$ cat src/logic/emb_defs.svh
// Constants for the emulator port and break block
`ifndef EMB_DEFS_SVH
`define EMB_DEFS_SVH
`define EMB_D_W 6
`define EMB_GRP_W 4
`define EMB_IN_W 4
`define EMB_TIMER_W 8
`define EMB_TIMER_PRESCALE 4
`define EMB_GROUPS 3
`define EMB_IDX_D 0
`define EMB_IDX_ZERO 1
`define EMB_IDX_ONE 2
`define EMB_PORT_RST_D 6'h3F
`define EMB_PORT_RST_GRP 4'hF
`endif

$ cat src/logic/emb_pkg.sv
// Types shared by the emulator port and break block
package emb_pkg;
  typedef enum logic [2:0] {
    EMB_OP_OTHER = 3'h0,
    EMB_OP_OUT = 3'h1,
    EMB_OP_IN = 3'h2,
    EMB_OP_WDOG_RESTART = 3'h3,
    EMB_OP_PWR_DOWN = 3'h4,
    EMB_OP_PWR_DOWN_ALT = 3'h5,
    EMB_OP_PWR_DOWN_ARM = 3'h6
  } emb_op_e;
  typedef enum logic [1:0] {
    EMB_SEL_D = 2'h0,
    EMB_SEL_ZERO = 2'h1,
    EMB_SEL_ONE = 2'h2,
    EMB_SEL_OTHER = 2'h3
  } emb_sel_e;
  typedef enum logic [2:0] {
    EMB_ST_RUN = 3'h1,
    EMB_ST_HALT = 3'h2,
    EMB_ST_BACKUP = 3'h4
  } emb_state_e;
  typedef enum logic [1:0] {
    EMB_CAUSE_NONE = 2'h0,
    EMB_CAUSE_HW = 2'h1,
    EMB_CAUSE_FORCE = 2'h2,
    EMB_CAUSE_TRIG = 2'h3
  } emb_cause_e;
endpackage

$ cat src/logic/emb_brk_if.sv
// Signals between the port emulation top and the break unit
`timescale 1ns/1ps
interface emb_brk_if;
  logic boundary;
  logic cont_run;
  logic stopped;
  logic hw_hit;
  logic force_req;
  logic trig_in;
  logic trig_rising;
  logic trig_en;
  logic halt_take;
  emb_pkg::emb_cause_e cause;
  logic trace_hit;
  modport top (output boundary, output cont_run, output stopped, output hw_hit,
    output force_req, output trig_in, output trig_rising, output trig_en,
    input halt_take, input cause, input trace_hit);
  modport unit (input boundary, input cont_run, input stopped, input hw_hit,
    input force_req, input trig_in, input trig_rising, input trig_en,
    output halt_take, output cause, output trace_hit);
endinterface

$ cat src/logic/emb_break_unit.sv
// Break decision: hardware, forced and external trigger breaks
`timescale 1ns/1ps
module emb_break_unit (
  input wire logic clk,
  input wire logic rst_n,
  emb_brk_if.unit b
);
  logic frc_s1, frc_s2, frc_s3, trg_s1, trg_s2, trg_s3;
  logic hw_pend, frc_pend, trg_pend, trace_q;
  logic next_hw_pend, next_frc_pend, next_trg_pend;
  logic frc_edge, trg_edge, take_any, take_hw, take;
  emb_pkg::emb_cause_e cause_c;

  always_comb begin
    // (RQ16) Host halt request resynchronised, acted on at a boundary
    frc_edge = frc_s2 & ~frc_s3;
    // (RQ15) Selected trigger edge feeds trace and break alike
    trg_edge = b.trig_rising ? (trg_s2 & ~trg_s3) : (~trg_s2 & trg_s3);
    // (RQ12) Forced and trigger breaks stop even inside a run
    take_any = b.boundary & ~b.stopped & (frc_pend | trg_pend);
    // (RQ11) Hardware hit waits for the run to end
    take_hw = b.boundary & ~b.stopped & hw_pend & ~b.cont_run;
    take = take_any | take_hw;
    if (frc_pend) begin
      cause_c = emb_pkg::EMB_CAUSE_FORCE;
    end else if (trg_pend) begin
      cause_c = emb_pkg::EMB_CAUSE_TRIG;
    end else if (hw_pend) begin
      cause_c = emb_pkg::EMB_CAUSE_HW;
    end else begin
      cause_c = emb_pkg::EMB_CAUSE_NONE;
    end
    // A new event in the taking cycle stays pending
    next_hw_pend = b.hw_hit | (hw_pend & ~take);
    next_frc_pend = frc_edge | (frc_pend & ~take);
    next_trg_pend = (trg_edge & b.trig_en) | (trg_pend & ~take);
  end

  assign b.halt_take = take;
  assign b.cause = cause_c;
  assign b.trace_hit = trace_q;

  always_ff @(posedge clk or negedge rst_n) begin
    if (!rst_n) begin
      frc_s1 <= 1'b0;
      frc_s2 <= 1'b0;
      frc_s3 <= 1'b0;
      trg_s1 <= 1'b0;
      trg_s2 <= 1'b0;
      trg_s3 <= 1'b0;
      hw_pend <= 1'b0;
      frc_pend <= 1'b0;
      trg_pend <= 1'b0;
      trace_q <= 1'b0;
    end else begin
      frc_s1 <= b.force_req;
      frc_s2 <= frc_s1;
      frc_s3 <= frc_s2;
      trg_s1 <= b.trig_in;
      trg_s2 <= trg_s1;
      trg_s3 <= trg_s2;
      hw_pend <= next_hw_pend;
      frc_pend <= next_frc_pend;
      trg_pend <= next_trg_pend;
      trace_q <= trg_edge;
    end
  end
endmodule

$ cat src/logic/emb_port_emu.sv
// Emulator port timing, backup mode, check point, timer and break control
// Operation
// (RQ1) Clock and timers keep running while halted
// (RQ2) No working watchdog timer is provided
// (RQ3) Check point pulses during watchdog restart cycles
// (RQ4) Emulated groups update at next output T2
// (RQ5) Other ports update at own T3
// (RQ6) Inputs sampled as on the real part
// (RQ7) Backup mode drives emulated outputs high
// (RQ8) Leaving backup restores previous emulated outputs
// (RQ9) Either power-down instruction alone enters backup
// (RQ10) Power-down arming instruction does nothing
// (RQ11) Hardware breaks wait until run ends
// (RQ12) Forced and trigger breaks stop inside runs
// (RQ13) Debugger resumes after end of run
// (RQ14) Run breakpoint halts before first following instruction
// (RQ15) Trigger edge selectable, shared by trace and break
// (RQ16) Forced break halts at next boundary
`timescale 1ns/1ps
`include "emb_defs.svh"
module emb_port_emu #(
  parameter int D_W = `EMB_D_W,
  parameter int GRP_W = `EMB_GRP_W,
  parameter int IN_W = `EMB_IN_W,
  parameter int TMR_W = `EMB_TIMER_W,
  parameter int PRESCALE = `EMB_TIMER_PRESCALE
) (
  input wire logic clk,
  input wire logic rst_n,
  input wire logic t2_start,
  input wire logic t3_start,
  input wire logic instr_end,
  input wire emb_pkg::emb_op_e instr_op,
  input wire emb_pkg::emb_sel_e out_sel,
  input wire logic [D_W-1:0] out_data,
  input wire logic [IN_W-1:0] port_in,
  input wire logic wake_req,
  input wire logic resume_req,
  input wire logic hw_bp_hit,
  input wire logic cont_run,
  input wire logic force_break_req,
  input wire logic trig_in,
  input wire logic trig_rising,
  input wire logic trig_break_en,
  output logic [D_W-1:0] d_port_out,
  output logic [GRP_W-1:0] grp_zero_out,
  output logic [GRP_W-1:0] grp_one_out,
  output logic [GRP_W-1:0] other_port_out,
  output logic [IN_W-1:0] port_in_latched,
  output logic check_test_point,
  output logic [TMR_W-1:0] timer_value,
  output logic halted,
  output logic in_backup,
  output emb_pkg::emb_cause_e break_cause,
  output logic trace_hit
);
  localparam int NG = `EMB_GROUPS;
  localparam int PS_W = (PRESCALE > 1) ? $clog2(PRESCALE) : 1;

  function automatic int grp_idx(emb_pkg::emb_sel_e s);
    if (s == emb_pkg::EMB_SEL_ZERO) begin
      return `EMB_IDX_ZERO;
    end else if (s == emb_pkg::EMB_SEL_ONE) begin
      return `EMB_IDX_ONE;
    end else begin
      return `EMB_IDX_D;
    end
  endfunction

  emb_pkg::emb_state_e state, next_state;
  emb_pkg::emb_cause_e next_break_cause;
  logic [D_W-1:0] emu_val [NG];
  logic [D_W-1:0] emu_pend [NG];
  logic [D_W-1:0] next_emu_val [NG];
  logic [D_W-1:0] next_emu_pend [NG];
  logic [NG-1:0] pend_v, next_pend_v;
  logic [D_W-1:0] next_d_port_out;
  logic [GRP_W-1:0] next_grp_zero_out, next_grp_one_out, next_other_port_out;
  logic [IN_W-1:0] next_port_in_latched;
  logic next_check_test_point, next_halted, next_in_backup;
  logic [PS_W-1:0] ps_cnt, next_ps_cnt;
  logic [TMR_W-1:0] next_timer_value;
  logic running, out_instr, tick;

  emb_brk_if brk ();
  assign brk.boundary = instr_end;
  assign brk.cont_run = cont_run;
  assign brk.stopped = ~running;
  assign brk.hw_hit = hw_bp_hit;
  assign brk.force_req = force_break_req;
  assign brk.trig_in = trig_in;
  assign brk.trig_rising = trig_rising;
  assign brk.trig_en = trig_break_en;
  assign trace_hit = brk.trace_hit;

  emb_break_unit emb_break_unit_inst (
    .clk(clk),
    .rst_n(rst_n),
    .b(brk.unit)
  );

  assign running = (state == emb_pkg::EMB_ST_RUN);
  assign out_instr = running && (instr_op == emb_pkg::EMB_OP_OUT);
  assign tick = (ps_cnt == PS_W'(PRESCALE - 1));

  // Run, halt and backup sequencing
  always_comb begin
    next_state = state;
    next_break_cause = break_cause;
    case (state)
      emb_pkg::EMB_ST_RUN: begin
        // (RQ14) Halt lands on the boundary the break unit picks
        if (brk.halt_take) begin
          next_state = emb_pkg::EMB_ST_HALT;
          next_break_cause = brk.cause;
        // (RQ9) Power-down alone enters backup; (RQ10) arming ignored
        end else if (t3_start && (instr_op == emb_pkg::EMB_OP_PWR_DOWN ||
                                  instr_op == emb_pkg::EMB_OP_PWR_DOWN_ALT)) begin
          next_state = emb_pkg::EMB_ST_BACKUP;
        end
      end
      // (RQ13) Halt holds until the host raises resume_req
      emb_pkg::EMB_ST_HALT: begin
        if (resume_req) begin
          next_state = emb_pkg::EMB_ST_RUN;
        end
      end
      emb_pkg::EMB_ST_BACKUP: begin
        if (wake_req) begin
          next_state = emb_pkg::EMB_ST_RUN;
        end
      end
      default: begin
        next_state = emb_pkg::EMB_ST_RUN;
      end
    endcase
    next_halted = (next_state == emb_pkg::EMB_ST_HALT);
    next_in_backup = (next_state == emb_pkg::EMB_ST_BACKUP);
    // (RQ3) Check point follows watchdog restart cycles
    next_check_test_point = running && (instr_op == emb_pkg::EMB_OP_WDOG_RESTART);
  end

  // Port outputs and input sampling
  always_comb begin
    next_emu_val = emu_val;
    next_emu_pend = emu_pend;
    next_pend_v = pend_v;
    next_other_port_out = other_port_out;
    next_port_in_latched = port_in_latched;
    // (RQ4) Held value goes out at T2 of the next output
    if (out_instr && t2_start) begin
      for (int g = 0; g < NG; g++) begin
        if (pend_v[g]) begin
          next_emu_val[g] = emu_pend[g];
          next_pend_v[g] = 1'b0;
        end
      end
    end
    if (out_instr && t3_start) begin
      if (out_sel != emb_pkg::EMB_SEL_OTHER) begin
        next_emu_pend[grp_idx(out_sel)] = out_data;
        next_pend_v[grp_idx(out_sel)] = 1'b1;
      // (RQ5) Plain ports change at their own T3
      end else begin
        next_other_port_out = out_data[GRP_W-1:0];
      end
    end
    // (RQ6) Inputs latched at T3 of an input instruction
    if (running && instr_op == emb_pkg::EMB_OP_IN && t3_start) begin
      next_port_in_latched = port_in;
    end
    // (RQ7) Backup forces emulated pins high; (RQ8) held values return after
    if (next_state == emb_pkg::EMB_ST_BACKUP) begin
      next_d_port_out = '1;
      next_grp_zero_out = '1;
      next_grp_one_out = '1;
    end else begin
      next_d_port_out = next_emu_val[`EMB_IDX_D];
      next_grp_zero_out = next_emu_val[`EMB_IDX_ZERO][GRP_W-1:0];
      next_grp_one_out = next_emu_val[`EMB_IDX_ONE][GRP_W-1:0];
    end
  end

  // (RQ1) Timer counts once every PRESCALE cycles regardless of halt; (RQ2) no watchdog here
  always_comb begin
    next_ps_cnt = tick ? '0 : ps_cnt + PS_W'(1);
    next_timer_value = tick ? timer_value + TMR_W'(1) : timer_value;
  end

  always_ff @(posedge clk or negedge rst_n) begin
    if (!rst_n) begin
      state <= emb_pkg::EMB_ST_RUN;
      break_cause <= emb_pkg::EMB_CAUSE_NONE;
      for (int g = 0; g < NG; g++) begin
        emu_val[g] <= `EMB_PORT_RST_D;
        emu_pend[g] <= `EMB_PORT_RST_D;
      end
      pend_v <= '0;
      d_port_out <= `EMB_PORT_RST_D;
      grp_zero_out <= `EMB_PORT_RST_GRP;
      grp_one_out <= `EMB_PORT_RST_GRP;
      other_port_out <= `EMB_PORT_RST_GRP;
      port_in_latched <= '0;
      check_test_point <= 1'b0;
      halted <= 1'b0;
      in_backup <= 1'b0;
      ps_cnt <= '0;
      timer_value <= '0;
    end else begin
      state <= next_state;
      break_cause <= next_break_cause;
      emu_val <= next_emu_val;
      emu_pend <= next_emu_pend;
      pend_v <= next_pend_v;
      d_port_out <= next_d_port_out;
      grp_zero_out <= next_grp_zero_out;
      grp_one_out <= next_grp_one_out;
      other_port_out <= next_other_port_out;
      port_in_latched <= next_port_in_latched;
      check_test_point <= next_check_test_point;
      halted <= next_halted;
      in_backup <= next_in_backup;
      ps_cnt <= next_ps_cnt;
      timer_value <= next_timer_value;
    end
  end
endmodule

$ cat config.mk
export PLATFORM = sky130hd
export DESIGN_NAME = emb_port_emu
export DESIGN_NICKNAME = d
export VERILOG_FILES = /design/src/logic/emb_pkg.sv /design/src/logic/emb_brk_if.sv /design/src/logic/emb_break_unit.sv /design/src/logic/emb_port_emu.sv
export VERILOG_INCLUDE_DIRS = /design/src /design/src/logic
export SDC_FILE = /design/constraint.sdc
export NUM_CORES = 1
export LEC_CHECK = 0
export ABC_AREA = 1
export BUFFER_PORTS_ARGS = -buffer_cell sky130_fd_sc_hd__buf_2
export CAP_MARGIN = 20
export CORE_MARGIN = 2
export CORE_UTILIZATION = 35
export DETAILED_ROUTE_END_ITERATION = 8
export GPL_ROUTABILITY_DRIVEN = 0
export GPL_TIMING_DRIVEN = 0
export HOLD_SLACK_MARGIN = 0.05
export MAX_ROUTING_LAYER = met4
export PLACE_DENSITY = 0.54
export SYNTH_ARGS = -nofsm -noshare
export SYNTH_HDL_FRONTEND = slang
export SYNTH_SLANG_ARGS = --single-unit
export TNS_END_PERCENT = 50
$ cat constraint.sdc
create_clock -name clk -period 1.4 [get_ports clk]
set_clock_uncertainty 0.05 [all_clocks]
set_input_delay 0.07 -clock clk [delete_from_list [all_inputs] [get_ports clk]]
set_output_delay 0.07 -clock clk [all_outputs]
set_load 0.005 [all_outputs]
**Word level (Yosys, flattened, before mapping)**

Index checks and enable logic that the tools add are counted.

- Output and inout bits: 36
- Bits in registers: 89
- Word-level logic and storage cells: 119

- Add/sub/neg operators: 2
- Magnitude comparators: 4
- Muxes and demuxes: 29
- Equality and inequality tests: 14
- Reduce and logical (&&, ||, !) cells: 15
- Bitwise logic cells: 24

Operator list:

| cell | count |
|---|---|
| two-way mux 32 bit | 2 |
| >= comparator 32 x 1 -> 1 bit, second input constant | 1 |
| >= comparator 32 x 3 -> 1 bit, second input constant | 1 |
| < comparator 32 x 1 -> 1 bit, second input constant | 1 |
| < comparator 32 x 4 -> 1 bit, second input constant | 1 |
| inverter 32 bit | 1 |
| two-way mux 6 bit | 5 |
| two-way mux 3 bit | 7 |
| bitwise mux 18 bit | 1 |
| two-way mux 18 bit | 1 |
| demux 6 bit (select 2 bit) | 1 |
| equality test 3 x 2 -> 1 bit, second input constant | 4 |
| equality test 3 bit, second input constant | 4 |
| AND 1 bit | 11 |
| two-way mux 2 bit | 5 |
| AND reduction 2 bit | 5 |
| logical AND 1 bit | 9 |
| case mux 3 bit (3 select lines) | 1 |
| adder 8 x 1 -> 8 bit, second input constant | 1 |
| two-way mux 4 bit | 2 |
| equality test 3 x 1 -> 1 bit, second input constant | 2 |
| inverter 1 bit | 6 |
| bitwise OR 1 bit | 5 |
| equality test 2 bit, second input constant | 2 |
| other kinds (7) | 9 |

**Longest topological paths before layout**

Gate-level depths: netlist of the first run.

- Depth in word-level cells: 12
- Mapped depth: 8
- Gate-level depth less buffers: 8

**Modules after synthesis**

Synthesis of the first run repeated with hierarchy kept, for this count alone.

- Cells, all modules: 363
- Area total of the unflattened synthesis: 3,427.0 µm²

Modules (own cells, without submodules):

| module | cells each | sequential area each (µm²) | instances | area each (µm²) |
|---|---|---|---|---|
| emb_port_emu | 326 | 1,835.5 | 1 | 3,069.2 |
| emb_break_unit | 37 | 250.2 | 1 | 357.8 |

**Worst setup path after synthesis of the first run**

Ideal clock, no wire load.

- Kind: register -> register
- Start: register state[0]
- End: register grp_one_out[1]
- Setup time: 0.088 ns
- Cell stages (with the launch flop): 7
- Buffers on the path: 1
- Setup slack: 0.042 ns
- Arrival: 1.220 ns
- Period minus slack after synthesis: 1.358 ns
- Cells stage by stage: dfstp_2 -> nand3_4 -> nor2_4 -> nand2_4 -> clkbuf_8 -> nand2_1 -> nand3_1

- Longest elaborated chain between the ends: 9

RTL lines:

| element | line | text |
|---|---|---|
| start: declaration | emb_port_emu.sv:70 | `emb_pkg::emb_state_e state, next_state;` |
| start signal: assignment | emb_port_emu.sv:192 | `state <= emb_pkg::EMB_ST_RUN;` |
| start signal: assignment | emb_port_emu.sv:210 | `state <= next_state;` |
| equality test 3 x 1 -> 1 bit | emb_port_emu.sv:102, emb_port_emu.sv:110 |  |
| AND 1 bit | emb_break_unit.sv:20, emb_break_unit.sv:22 |  |
| AND 1 bit (2 in a row) | emb_break_unit.sv:22 | `take_hw = b.boundary & ~b.stopped & hw_pend & ~b.cont_run;` |
| bitwise OR 1 bit | emb_break_unit.sv:23 | `take = take_any \| take_hw;` |
| two-way mux 3 bit | emb_port_emu.sv:113 | `if (brk.halt_take) begin` |
| case mux 3 bit (3 select lines) | emb_port_emu.sv:110 | `case (state)` |
| equality test 3 bit | emb_port_emu.sv:173 | `if (next_state == emb_pkg::EMB_ST_BACKUP) begin` |
| two-way mux 4 bit * | emb_port_emu.sv:173 |  |
| net next_grp_one_out[1] | emb_port_emu.sv:78 | `logic [GRP_W-1:0] next_grp_zero_out, next_grp_one_out, next_other_port_out;` |
| end signal: assignment | emb_port_emu.sv:201 | `` grp_one_out <= `EMB_PORT_RST_GRP; `` |
| end signal: assignment | emb_port_emu.sv:217 | `grp_one_out <= next_grp_one_out;` |
| end: declaration | emb_port_emu.sv:47 | `output logic [GRP_W-1:0] grp_one_out,` |

Mark *: on every way through the listed nets, which the timed path passes. The rest lies on a longest branch.
A chain may end at the register's enable or synchronous reset.

**Worst setup path in the final report of the first run**

- Start: register state[0]
- End: register grp_one_out[0]

The elaborated chain is that of the path after synthesis.

==> results of run 1 <==
cells in the final DEF, fill, tap and decap left out, types with 8 or more instances in the layout:
cell type      instances
inv_1                 19
nand4_1               22
buf_2                 63
clkbuf_8              11
nor2_1                 8
dlygate4sd3_1         24
nand2_1              122
nand2_2               20
dfstp_2               47
buf_4                 10
nand3_1               17
dfrtp_1               34
layout make-up:
class,count,area share
Multi-Input combinational cell,242,0.285
Timing Repair Buffer,102,0.155
Sequential cell,81,0.448
Inverter,23,0.0196
Buffer,5,0.0153
Clock buffer,13,0.0341
Clock inverter,3,0.00860
Tap cell,129,0.0347
worst max-delay path: stages (launching register included):
cell and delay [ns]:
dfstp_2 0.57, nand3_4 0.11, nor2_4 0.16, nand2_4 0.12, inv_6 0.10, buf_6 0.14
nand2_1 0.07, nand3_1 0.08
state kept, by name (all words and copies together) (netlist names), 3 cells and up:
| name | count |
|---|---|
| emu_pend | 14 |
| emu_val | 14 |
| timer_value | 8 |
| d_port_out | 6 |
| grp_one_out | 4 |
| grp_zero_out | 4 |
| other_port_out | 4 |
| port_in_latched | 4 |
| pend_v | 3 |
| state | 3 |
power by group through the flow:
stage	combinational, mW	sequential (mW)	clock, mW
detailed placement	1.57	3.61	0
global placement	1.53	3.60	0
floorplan	0.939	3.60	0
finish	1.89	3.60	1.72
CTS	1.75	3.59	1.79
global route	2.13	3.68	1.88
routing by layer:
metal / routed length, microns / GRT usage / share of wire
met1: 3510 / 0.191 / 0.46
met3: 259 / 0.0332 / 0.034
met5: 0 / - / 0
met4: 85 / 0.0718 / 0.011
met2: 3830 / 0.255 / 0.50
cells by family after synthesis:
logic type | count (synthesis) | synth area share
XOR/XNOR | 7 | 0.0180
buffers and inverters | 28 | 0.0423
adder cells (fa/ha/maj) | 5 | 0.0184
flip-flops | 81 | 0.613
AND/OR/NAND/NOR | 214 | 0.278
AO/OA/AOI/OAI | 15 | 0.0269
multiplexers | 1 | 0.00331
per-stage QoR:
step	utilization	hold WS [ns]	instance area [sq um]
2_1_floorplan	-	-0.276	3400
3_3_place_gp	0.416	0.129	3880
3_5_place_dp	0.419	-0.114	3910
4_1_cts	0.479	0.122	4470
5_1_grt	0.499	0.142	4660
6_report	0.499	0.120	4660
timing repair:
action / CTS / global route
setup buffers: 11 / 1
resized for setup: 11 / 42
hold buffers: 24 / 0
gates cloned: 0 / 2
endpoints found under the hold margin: 77 / 0
pin swaps: 5 / 10
endpoints found under the setup margin: 53 / 59
final timing paths:
kind,endpoint
setup / recovery,grp_one_out[0]
hold / removal,port_in_latched[2]
setup reg to reg,grp_one_out[0]
hold reg to reg,emb_break_unit_inst.frc_s2
max in group asynchronous,timer_value[1]
min in group asynchronous,emu_val[12]
==> Flow_metrics.wiki, run 1 <==
{| class="wikitable"
! Metric !! Value
|-
| Dpl ws || -0.165 ns
|-
| Total nets after synthesis || 384
|-
| Start point of the critical path || state[0]
|-
| Unrepaired setup endpoints after global routing || true
|-
| Dominant cell type by area after synthesis || dfstp_2
|-
| Initial antenna violation count || 0
|-
| Placed cells || 544
|-
| Buffer type at the clock tree root || clkbuf_8
|-
| Final critical delay including setup and external delays || 1.46 ns
|-
| Switch share || 0.307
|-
| Part of the power in registers || 0.500
|-
| Netlist area before placement || 3400 sq um
|-
| Arrival time of data at the critical path endpoint || 1.70 ns
|-
| Ratio of total power to cell area || 1550 nW/um^2
|-
| CORE AREA || 9330 sq um
|-
| Setup Crit Path Kind || flip-flop to flip-flop
|-
| Internal reg-to-reg setup slack || -0.06 ns
|-
| Leading post-synthesis cells by cell area || dfstp_2 (36%), dfrtp_1 (25%), nand2_1 (16%)
|-
| DR vias || 2709
|-
| Total number of yosys warnings || 0
|-
| Commonest register cell after synthesis || dfstp_2
|-
| Chip Width || 103 microns
|-
| Worst slew margin relative to its limit || 0.765
|-
| Hold path startpoint || instr_op[1]
|-
| IO Count || 64
|-
| Count of final setup violators || 46
|-
| Failing checks || negative setup slack
|-
| Length in cells of the worst reg-to-reg path || 7
|-
| Cell leakage power || 2.48 nW
|-
| Die Footprint || 10500 sq um
|-
| Switching power || 2.22 mW
|-
| Overall Power || 7.21 mW
|-
| DRT iter0 DRCs || 92
|-
| Clk_lat worst skew || 0.35 ns
|-
| Height of the chip || 103 microns
|-
| Clock tree from TritonCTS || built
|-
| Finished Layout Cells || 598
|-
| Maximum buffer depth of the clock tree || 2
|-
| Number of buffers added by the clock tree synthesis step || 9
|-
| Mean area per synthesized cell || 9.69 sq um
|-
| Fill cell count || 876
|-
| Mean routed wirelength per cell || 12.8 microns
|-
| Vias per cell || 4.53
|-
| Residual DRC count || 0
|-
| Type of the most critical hold path || primary input to flip-flop
|-
| Sort of element at the end of the critical path || flip-flop
|-
| Number of standard-cell rows in the floorplan || 35
|-
| Worst Setup Slack, final || -0.0637 ns
|-
| Clock transition at the registers of the reported paths || 0.08 ns
|-
| Global-route congestion overflow total || 0
|-
| Hpwl dp || 4.89 mm
|-
| Top cells by count, synth || nand2_1 (147), dfstp_2 (47), dfrtp_1 (34)
|-
| Synthesis-stage register bit count || 81
|-
| Routed WL || 7.68 mm
|-
| Gate count of the mapped netlist || 351
|-
| Launch point of the worst reg-to-reg path || state[0]
|-
| Clock net sink count || 81
|-
| Pins Over Slew Limit || 0
|-
| Actual slew at the worst max-slew pin || 0.352 ns
|-
| Number of max-capacitance violations reported || 0
|-
| First-pass GRT wire length || 12.5 mm
|-
| Seq/Total Area, Yosys || 0.613
|-
| Worst-case vdd ir drop || 0.00101 V
|-
| Share of the cycle needed by the critical path after routing || 1.05
|-
| Post-DRT Antenna Nets || 0
|-
| Post-synthesis to final-layout area growth || 36.9%
|-
| Share of post-route cells with drive strength above 1 || 0.416
|-
| Number of levels the H-tree was split into || 3
|-
| Total Nets Final || 497
|-
| Most frequent cell after synthesis || nand2_1
|-
| Post-Route Setup TNS || -1.23 ns
|-
| Synth top area share || 0.363
|-
| Kind of start point of the critical path || flip-flop
|-
| Register Area || 2090 sq um
|-
| Int Power || 5.00 mW
|-
| Maximum number of pins on one net before global-route repair || 70
|-
| Async set-or-reset flop fraction in the synthesized netlist || 1.00
|-
| Run status || finished, violations left
|-
| Final-report hold violation count || 0
|-
| Timing-limited maximum frequency || 683 MHz
|-
| Cell variety after synth || 31
|-
| Maximum fanout along the worst path || 7
|-
| Drt pass-1 iters || 4
|-
| Relative contribution of the clock network to total power || 0.239
|-
| Worst endpoint required time || 1.64 ns
|-
| Effective utilization at floorplan || 0.365
|-
| Number of instances on the worst hold path || 5
|-
| Number of buffer cells added on primary ports || 63
|-
| Number of enable flip-flop cells after synthesis || 0
|-
| Total area of multi-input combinational cells || 1330 sq um
|-
| Combinational group share of total power || 0.262
|-
| Tot GR Track Use || 0.158
|-
| Count of inserted antenna diode cells || 0
|-
| Number of global-route vias before repair || 2788
|}
(Power assumes the default switching activity.)
==> run 2, diff against run 1 <==
ABC_AREA = not set   (was 1)
==> run 2 against run 1 <==
The run still ends with negative setup slack left. Utilization is 0.23 points lower. Synthesized cell count down 40%. Critical path depth down 2. Sequential power decreased by 8.9%. Maximum frequency decreased by 22%. First-iteration DRC count decreased by 33%. Sequential share of layout area grew 3.2 points. Routed wire length is 21% lower. Via count decreased by 26%. Die area decreased by 6.4%. Cell area is 6.5% lower. Clock power hardly changed. Largest power group unchanged.
==> Flow_metrics.wiki, run 2 <==
{| class="wikitable"
! Metric !! Value
|-
| Compound-cell area share of the yosys netlist || 0.0355
|-
| Clock transition at the registers of the reported paths || 0.08 ns
|-
| Worst path bufs/invs || 1
|-
| Launch point of the worst reg-to-reg path || state[0]
|-
| Dpl ws || -0.529 ns
|-
| Failing checks || negative setup slack
|-
| Leading cell type in the layout, fill and taps excluded || buf_2
|-
| Setup Crit Path Kind || flip-flop to flip-flop
|-
| Max stage delay cell, worst path || dfstp_2
|-
| Mean area per synthesized cell || 15.0 sq um
|-
| Hold path startpoint || t3_start
|-
| DR vias || 1999
|-
| Worst slew margin relative to its limit || 0.670
|-
| Dominant cell type by area after synthesis || dfstp_2
|-
| Sort of element at the end of the critical path || flip-flop
|-
| Synthesis-stage register bit count || 81
|-
| Routed WL || 6.08 mm
|-
| Type of the most critical hold path || primary input to flip-flop
|-
| Hpwl dp || 3.90 mm
|-
| Netlist area before placement || 3170 sq um
|-
| Synthesized-area fraction occupied by xor and xnor cells || 0.0193
|-
| Post-DRT Antenna Nets || 0
|-
| Uppermost routed layer || met4
|-
| Post-Route Setup TNS || -20.69 ns
|-
| Unrepaired setup endpoints after global routing || true
|-
| Finished Layout Cells || 435
|-
| Height of the chip || 99.2 microns
|-
| Maximum buffer depth of the clock tree || 2
|-
| Leading post-synthesis cells by cell area || dfstp_2 (39%), dfrtp_1 (27%), mux2_2 (9.2%)
|-
| Seq/Total Area, Yosys || 0.657
|-
| Final Cell Area || 4360 sq um
|-
| Worst Setup Slack, final || -0.470 ns
|-
| Clk_lat worst skew || 0.34 ns
|-
| Buffer type at the clock tree root || clkbuf_8
|-
| Initial antenna violation count || 0
|-
| Final critical delay including setup and external delays || 1.87 ns
|-
| Worst hold endpoint || state[0]
|-
| Clock net sink count || 81
|-
| Combinational family with the most area after synthesis || multiplexers
|-
| Number of max-capacitance violations reported || 0
|-
| Tot GR Track Use || 0.130
|-
| Dominant delay contributor by cell family on the critical path || simple AND/OR/NAND/NOR gates
|-
| Adder and majority gate portion of the synthesized area || 0.0197
|-
| Ratio of total power to cell area || 1520 nW/um^2
|-
| Total nets after synthesis || 244
|-
| Number of buffer cells added on primary ports || 63
|-
| Chip Width || 99.2 microns
|-
| Endpoint of the worst-slack reg-to-reg timing path || d_port_out[5]
|-
| Count of final setup violators || 61
|-
| Post-synthesis simple-gate area fraction || 0.115
|-
| Timing-limited maximum frequency || 535 MHz
|-
| Vias per cell || 4.60
|-
| Tightest hold margin || 0.0797 ns
|-
| Most frequent cell after synthesis || dfstp_2
|-
| Worst-case vdd ir drop || 0.000638 V
|-
| Maximum number of pins on one net before global-route repair || 48
|-
| Drt pass-1 iters || 4
|-
| Number of global-route vias before repair || 1946
|-
| Internal reg-to-reg setup slack || -0.47 ns
|-
| Length in cells of the worst reg-to-reg path || 5
|-
| Regs by FF count || emu_pend x14, emu_val x14, timer_value x8
|-
| Async set-or-reset flop fraction in the synthesized netlist || 1.00
|-
| Post-synthesis to final-layout area growth || 37.2%
|-
| Arrival time of data at the critical path endpoint || 2.09 ns
|-
| Largest stage delay on the critical path || 0.56 ns
|-
| Run status || finished, violations left
|-
| Overall Power || 6.62 mW
|-
| DP Area || 3710 sq um
|-
| Worst endpoint required time || 1.62 ns
|-
| Global-route congestion overflow total || 0
|-
| Number of buffers added by the clock tree synthesis step || 9
|-
| Met2 routed WL || 2.85 mm
|-
| CP Cell Sequence || nor4b_4, and4_1, buf_6, mux2_4, nand2b_4
|-
| DRT iter0 DRCs || 62
|-
| IO Count || 64
|-
| Total number of yosys warnings || 0
|-
| Die Footprint || 9850 sq um
|-
| Clock tree from TritonCTS || built
|-
| Residual DRC count || 0
|-
| Placed cells || 383
|-
| Highest-count cells in the layout ignoring fill and taps || buf_2 (62), dfstp_2 (47), dfrtp_1 (32)
|-
| Pins Over Slew Limit || 0
|-
| Share of post-route cells with drive strength above 1 || 0.612
|-
| Fill cell count || 803
|-
| Share of the cycle needed by the critical path after routing || 1.34
|-
| Number of enable flip-flop cells after synthesis || 0
|-
| Commonest register cell after synthesis || dfstp_2
|-
| Metal3 WL || 274 microns
|-
| Number of standard-cell rows in the floorplan || 34
|-
| Total Nets Final || 355
|-
| Count of inserted antenna diode cells || 0
|-
| CORE AREA || 8760 sq um
|-
| Kind of start point of the critical path || flip-flop
|-
| Synth top area share || 0.389
|-
| Mean routed wirelength per cell || 14.0 microns
|-
| Number of levels the H-tree was split into || 3
|-
| Top cells by count, synth || dfstp_2 (47), dfrtp_1 (34), mux2_2 (26)
|-
| Mux share of post-synthesis cell area || 0.138
|-
| First-pass GRT wire length || 9.54 mm
|-
| Gate count of the mapped netlist || 211
|-
| Cell variety after synth || 36
|-
| Core occupancy in the finished layout || 0.497
|-
| Detailed-route wire length on metal 1 || 2.81 mm
|-
| Maximum fanout along the worst path || 6
|-
| Number of instances on the worst hold path || 4
|-
| Final-report hold violation count || 0
|-
| Cell leakage power || 2.11 nW
|-
| Effective utilization at floorplan || 0.362
|-
| Actual slew at the worst max-slew pin || 0.493 ns
|}
run 2: cell count changes after synthesis, sizes merged, moves of 3 or more:
cell,delta
xnor2,+3
o21ai,-5
and4,+4
nand4,-19
mux2,+36
nand2b,+14
xor2,-3
nor2,-11
nand3,-22
inv,-15
nor2b,+3
nand2,-132
run 2: tightest hold or removal path: stages:
cell,delay [ns]
buf_2,0.09
nand3b_1,0.10
nand2_1,0.10
o221ai_2,0.09
run 2: logic make-up after synthesis:
kind of cell | count (synthesis)
buffers and inverters | 9
muxes | 37
DFF | 81
AOI/OAI and AO/OA | 14
and+or+nand+nor | 58
adders and majority gates | 5
xor gates and xnor gates | 7
run 2: cell type report:
type                    instances  area (sq um)  share of cell area
multi-input cells             121          1180               0.271
clock buffers                  13           160              0.0368
plain buffers                   2          26.3             0.00603
well taps                     108           135              0.0310
flip-flops and latches         81          2090               0.479
clock inverters                 3          40.0             0.00919
inverters                       7          26.3             0.00603
repair buffers                100           699               0.161
run 2: what timing repair did:
| item | 4_1_cts | 5_1_grt |
|---|---|---|
| endpoints found under the setup margin | 61 | 62 |
| hold buffers | 21 | 0 |
| setup buffers | 9 | 6 |
| pin swaps | 13 | 2 |
| endpoints found under the hold margin | 75 | 0 |
| resized for setup | 13 | 14 |
run 2: worst max path at each step:
stage | from | end | cells after the start | slack [ns]
detailed placement | state[2] | grp_zero_out[1] | 4 | -0.53
global placement | rst_n | state[1] | 1 | -0.53
CTS | state[0] | d_port_out[5] | 5 | -0.47
floorplan | state[0] | d_port_out[0] | 5 | -0.30
global route | state[0] | d_port_out[5] | 5 | -0.56
finish | state[0] | d_port_out[5] | 5 | -0.47
run 2: metal layers:
metal	track usage	vias up
li1	-	953
met1	0.165	976
met2	0.195	55
met3	0.0302	15
met4	0.0632	0
met5	-	-
run 2: power breakdown:
group          internal, mW  switching (mW)  total (mW)
registers              3.04           0.238        3.28
logic                 0.980           0.640        1.62
clock network         0.930           0.791        1.72
total                  4.95            1.67        6.62
==> run 3, diff against run 2 <==
--- a/config.mk
+++ b/config.mk
@@ -11,3 +11,4 @@
 export CORE_MARGIN = 2
-export CORE_UTILIZATION = 35
+export CORE_UTILIZATION = 30
+export CTS_CLUSTER_SIZE = 25
 export DETAILED_ROUTE_END_ITERATION = 8
@@ -17,3 +18,3 @@
 export MAX_ROUTING_LAYER = met4
-export PLACE_DENSITY = 0.54
+export PLACE_DENSITY = 0.48
 export SYNTH_ARGS = -nofsm -noshare
==> constraint.sdc (replaced) <==
create_clock -name clk -period 1.4 [get_ports clk]
set_clock_uncertainty 0.05 [all_clocks]
set_input_delay 0.14 -clock clk [delete_from_list [all_inputs] [get_ports clk]]
set_output_delay 0.14 -clock clk [all_outputs]
set_load 0.005 [all_outputs]
==> run 3 against run 2 <==
The flow still finishes with violations (negative setup slack). Global-route usage shrank 0.88 points. Non-clock buffer count shrank 11. Worst hold slack lost 0.0088 ns. Clock power grew 7%. Combinational power shrank 8%. First-iteration DRC count shrank 6.5%. Cell count grew 3.9%. Highest routed layer unchanged. Register-to-register slack gained 0.02 ns.
==> Flow_metrics.wiki, run 3 (synthesized netlist as in run 2, its figures left out) <==
{| class="wikitable"
! Metric !! Value
|-
| Run status || finished, violations left
|-
| Failing checks || negative setup slack
|-
| Highest-count cells in the layout ignoring fill and taps || buf_2 (62), dfstp_2 (47), dfrtp_1 (32)
|-
| Final Cell Area || 4370 sq um
|-
| Number of global-route vias before repair || 2025
|-
| Leading cell type in the layout, fill and taps excluded || buf_2
|-
| Type of the most critical hold path || primary input to flip-flop
|-
| Worst endpoint required time || 1.65 ns
|-
| DP Area || 3740 sq um
|-
| Hpwl dp || 4.18 mm
|-
| Worst-case vdd ir drop || 0.000707 V
|-
| Timing-limited maximum frequency || 542 MHz
|-
| Clock net sink count || 81
|-
| Clock tree from TritonCTS || built
|-
| Initial antenna violation count || 0
|-
| Final critical delay including setup and external delays || 1.85 ns
|-
| Worst path bufs/invs || 4
|-
| Number of buffer cells added on primary ports || 63
|-
| Kind of start point of the critical path || flip-flop
|-
| Tot GR Track Use || 0.121
|-
| Ratio of total power to cell area || 1510 nW/um^2
|-
| DRT iter0 DRCs || 58
|-
| Worst Setup Slack, final || -0.447 ns
|-
| Setup Crit Path Kind || flip-flop to flip-flop
|-
| Total Nets Final || 344
|-
| DR vias || 1985
|-
| Routed WL || 6.21 mm
|-
| Regs by FF count || emu_pend x14, emu_val x14, timer_value x8
|-
| Finished Layout Cells || 452
|-
| Cell leakage power || 2.08 nW
|-
| Chip Width || 107 microns
|-
| Share of post-route cells with drive strength above 1 || 0.649
|-
| Max stage delay cell, worst path || dfstp_2
|-
| Maximum number of pins on one net before global-route repair || 54
|-
| Maximum fanout along the worst path || 5
|-
| Number of max-capacitance violations reported || 0
|-
| Worst slew margin relative to its limit || 0.685
|-
| Dpl ws || -0.545 ns
|-
| Number of standard-cell rows in the floorplan || 37
|-
| CP Cell Sequence || buf_4, buf_6, inv_2, or3_1, o32a_4, clkbuf_16, nand2b_4
|-
| Post-DRT Antenna Nets || 0
|-
| Buffer type at the clock tree root || clkbuf_8
|-
| Largest stage delay on the critical path || 0.54 ns
|-
| Height of the chip || 107 microns
|-
| Unrepaired setup endpoints after global routing || true
|-
| Vias per cell || 4.39
|-
| CORE AREA || 10300 sq um
|-
| Maximum buffer depth of the clock tree || 2
|-
| IO Count || 64
|-
| Number of buffers added by the clock tree synthesis step || 9
|-
| Drt pass-1 iters || 4
|-
| Residual DRC count || 0
|-
| Post-synthesis to final-layout area growth || 37.8%
|-
| Dominant delay contributor by cell family on the critical path || flip-flops
|-
| Effective utilization at floorplan || 0.309
|-
| Global-route congestion overflow total || 0
|-
| Number of levels the H-tree was split into || 3
|-
| Sort of element at the end of the critical path || flip-flop
|-
| Mean routed wirelength per cell || 13.7 microns
|-
| Pins Over Slew Limit || 0
|-
| Actual slew at the worst max-slew pin || 0.470 ns
|-
| Count of inserted antenna diode cells || 0
|-
| Arrival time of data at the critical path endpoint || 2.09 ns
|-
| Clk_lat worst skew || 0.34 ns
|-
| First-pass GRT wire length || 10.1 mm
|-
| Clock transition at the registers of the reported paths || 0.08 ns
|-
| Count of final setup violators || 60
|-
| Placed cells || 411
|-
| Die Footprint || 11400 sq um
|-
| Final-report hold violation count || 0
|-
| Share of the cycle needed by the critical path after routing || 1.32
|}
[run 3: power by group]
group,internal (mW),switching [mW],total [mW],leakage [nW]
clock,1.02,0.814,1.84,0.118
sequential,3.04,0.232,3.27,0.906
combinational,0.883,0.609,1.49,1.06
total,4.95,1.65,6.60,2.08
[run 3: metal layers]
| metal | global-route usage | share of wire | up-vias | routed length, microns |
|---|---|---|---|---|
| li1 | - | - | 930 | - |
| met1 | 0.152 | 0.45 | 991 | 2810 |
| met2 | 0.185 | 0.48 | 55 | 2990 |
| met3 | 0.0347 | 0.054 | 9 | 333 |
| met4 | 0.0473 | 0.012 | 0 | 76 |
| met5 | - | 0 | - | 0 |
[run 3: timing repair]
item | 4_1_cts | 5_1_grt
pin swaps | 12 | 8
gates resized for setup | 24 | 8
buffers inserted | 6 | 1
setup endpoints to repair | 62 | 63
hold buffers | 17 | 0
gates cloned | 0 | 1
hold endpoints to repair | 52 | 0
[run 3: final cells by class]
cell class	instances	area, sq um
Timing Repair Buffer	89	609
Inverter	7	26.3
Buffer	2	31.3
Clock buffer	12	176
Sequential cell	81	2090
Clock inverter	4	46.3
Multi-Input combinational cell	121	1230
Tap cell	136	170
Fill cell	998	5900
[run 3: stage by stage]
stage	util	hold WS [ns]	power, mW	TNS (ns)
floorplan	-	-0.206	4.05	-10.16
global placement	0.361	0.198	4.50	-43.83
detailed placement	0.364	0.0541	4.54	-22.17
CTS	0.419	0.0511	6.64	-18.15
global route	0.426	0.0563	7.02	-23.64
finish	0.426	0.0709	6.60	-18.26
[run 3: path summary, 6_finish.rpt]
kind	startpoint	cells past startpoint	slack, ns	endpoint
hold / removal	out_data[2]	2	0.07	emu_pend[8]
max in group asynchronous	rst_n	3	0.44	emu_val[17]
setup reg to reg	state[0]	7	-0.45	d_port_out[4]
min in group asynchronous	rst_n	2	0.23	emb_break_unit_inst.b.trace_hit
hold reg to reg	emb_break_unit_inst.trg_s1	0	0.30	emb_break_unit_inst.trg_s2
setup / recovery	state[0]	7	-0.45	d_port_out[4]
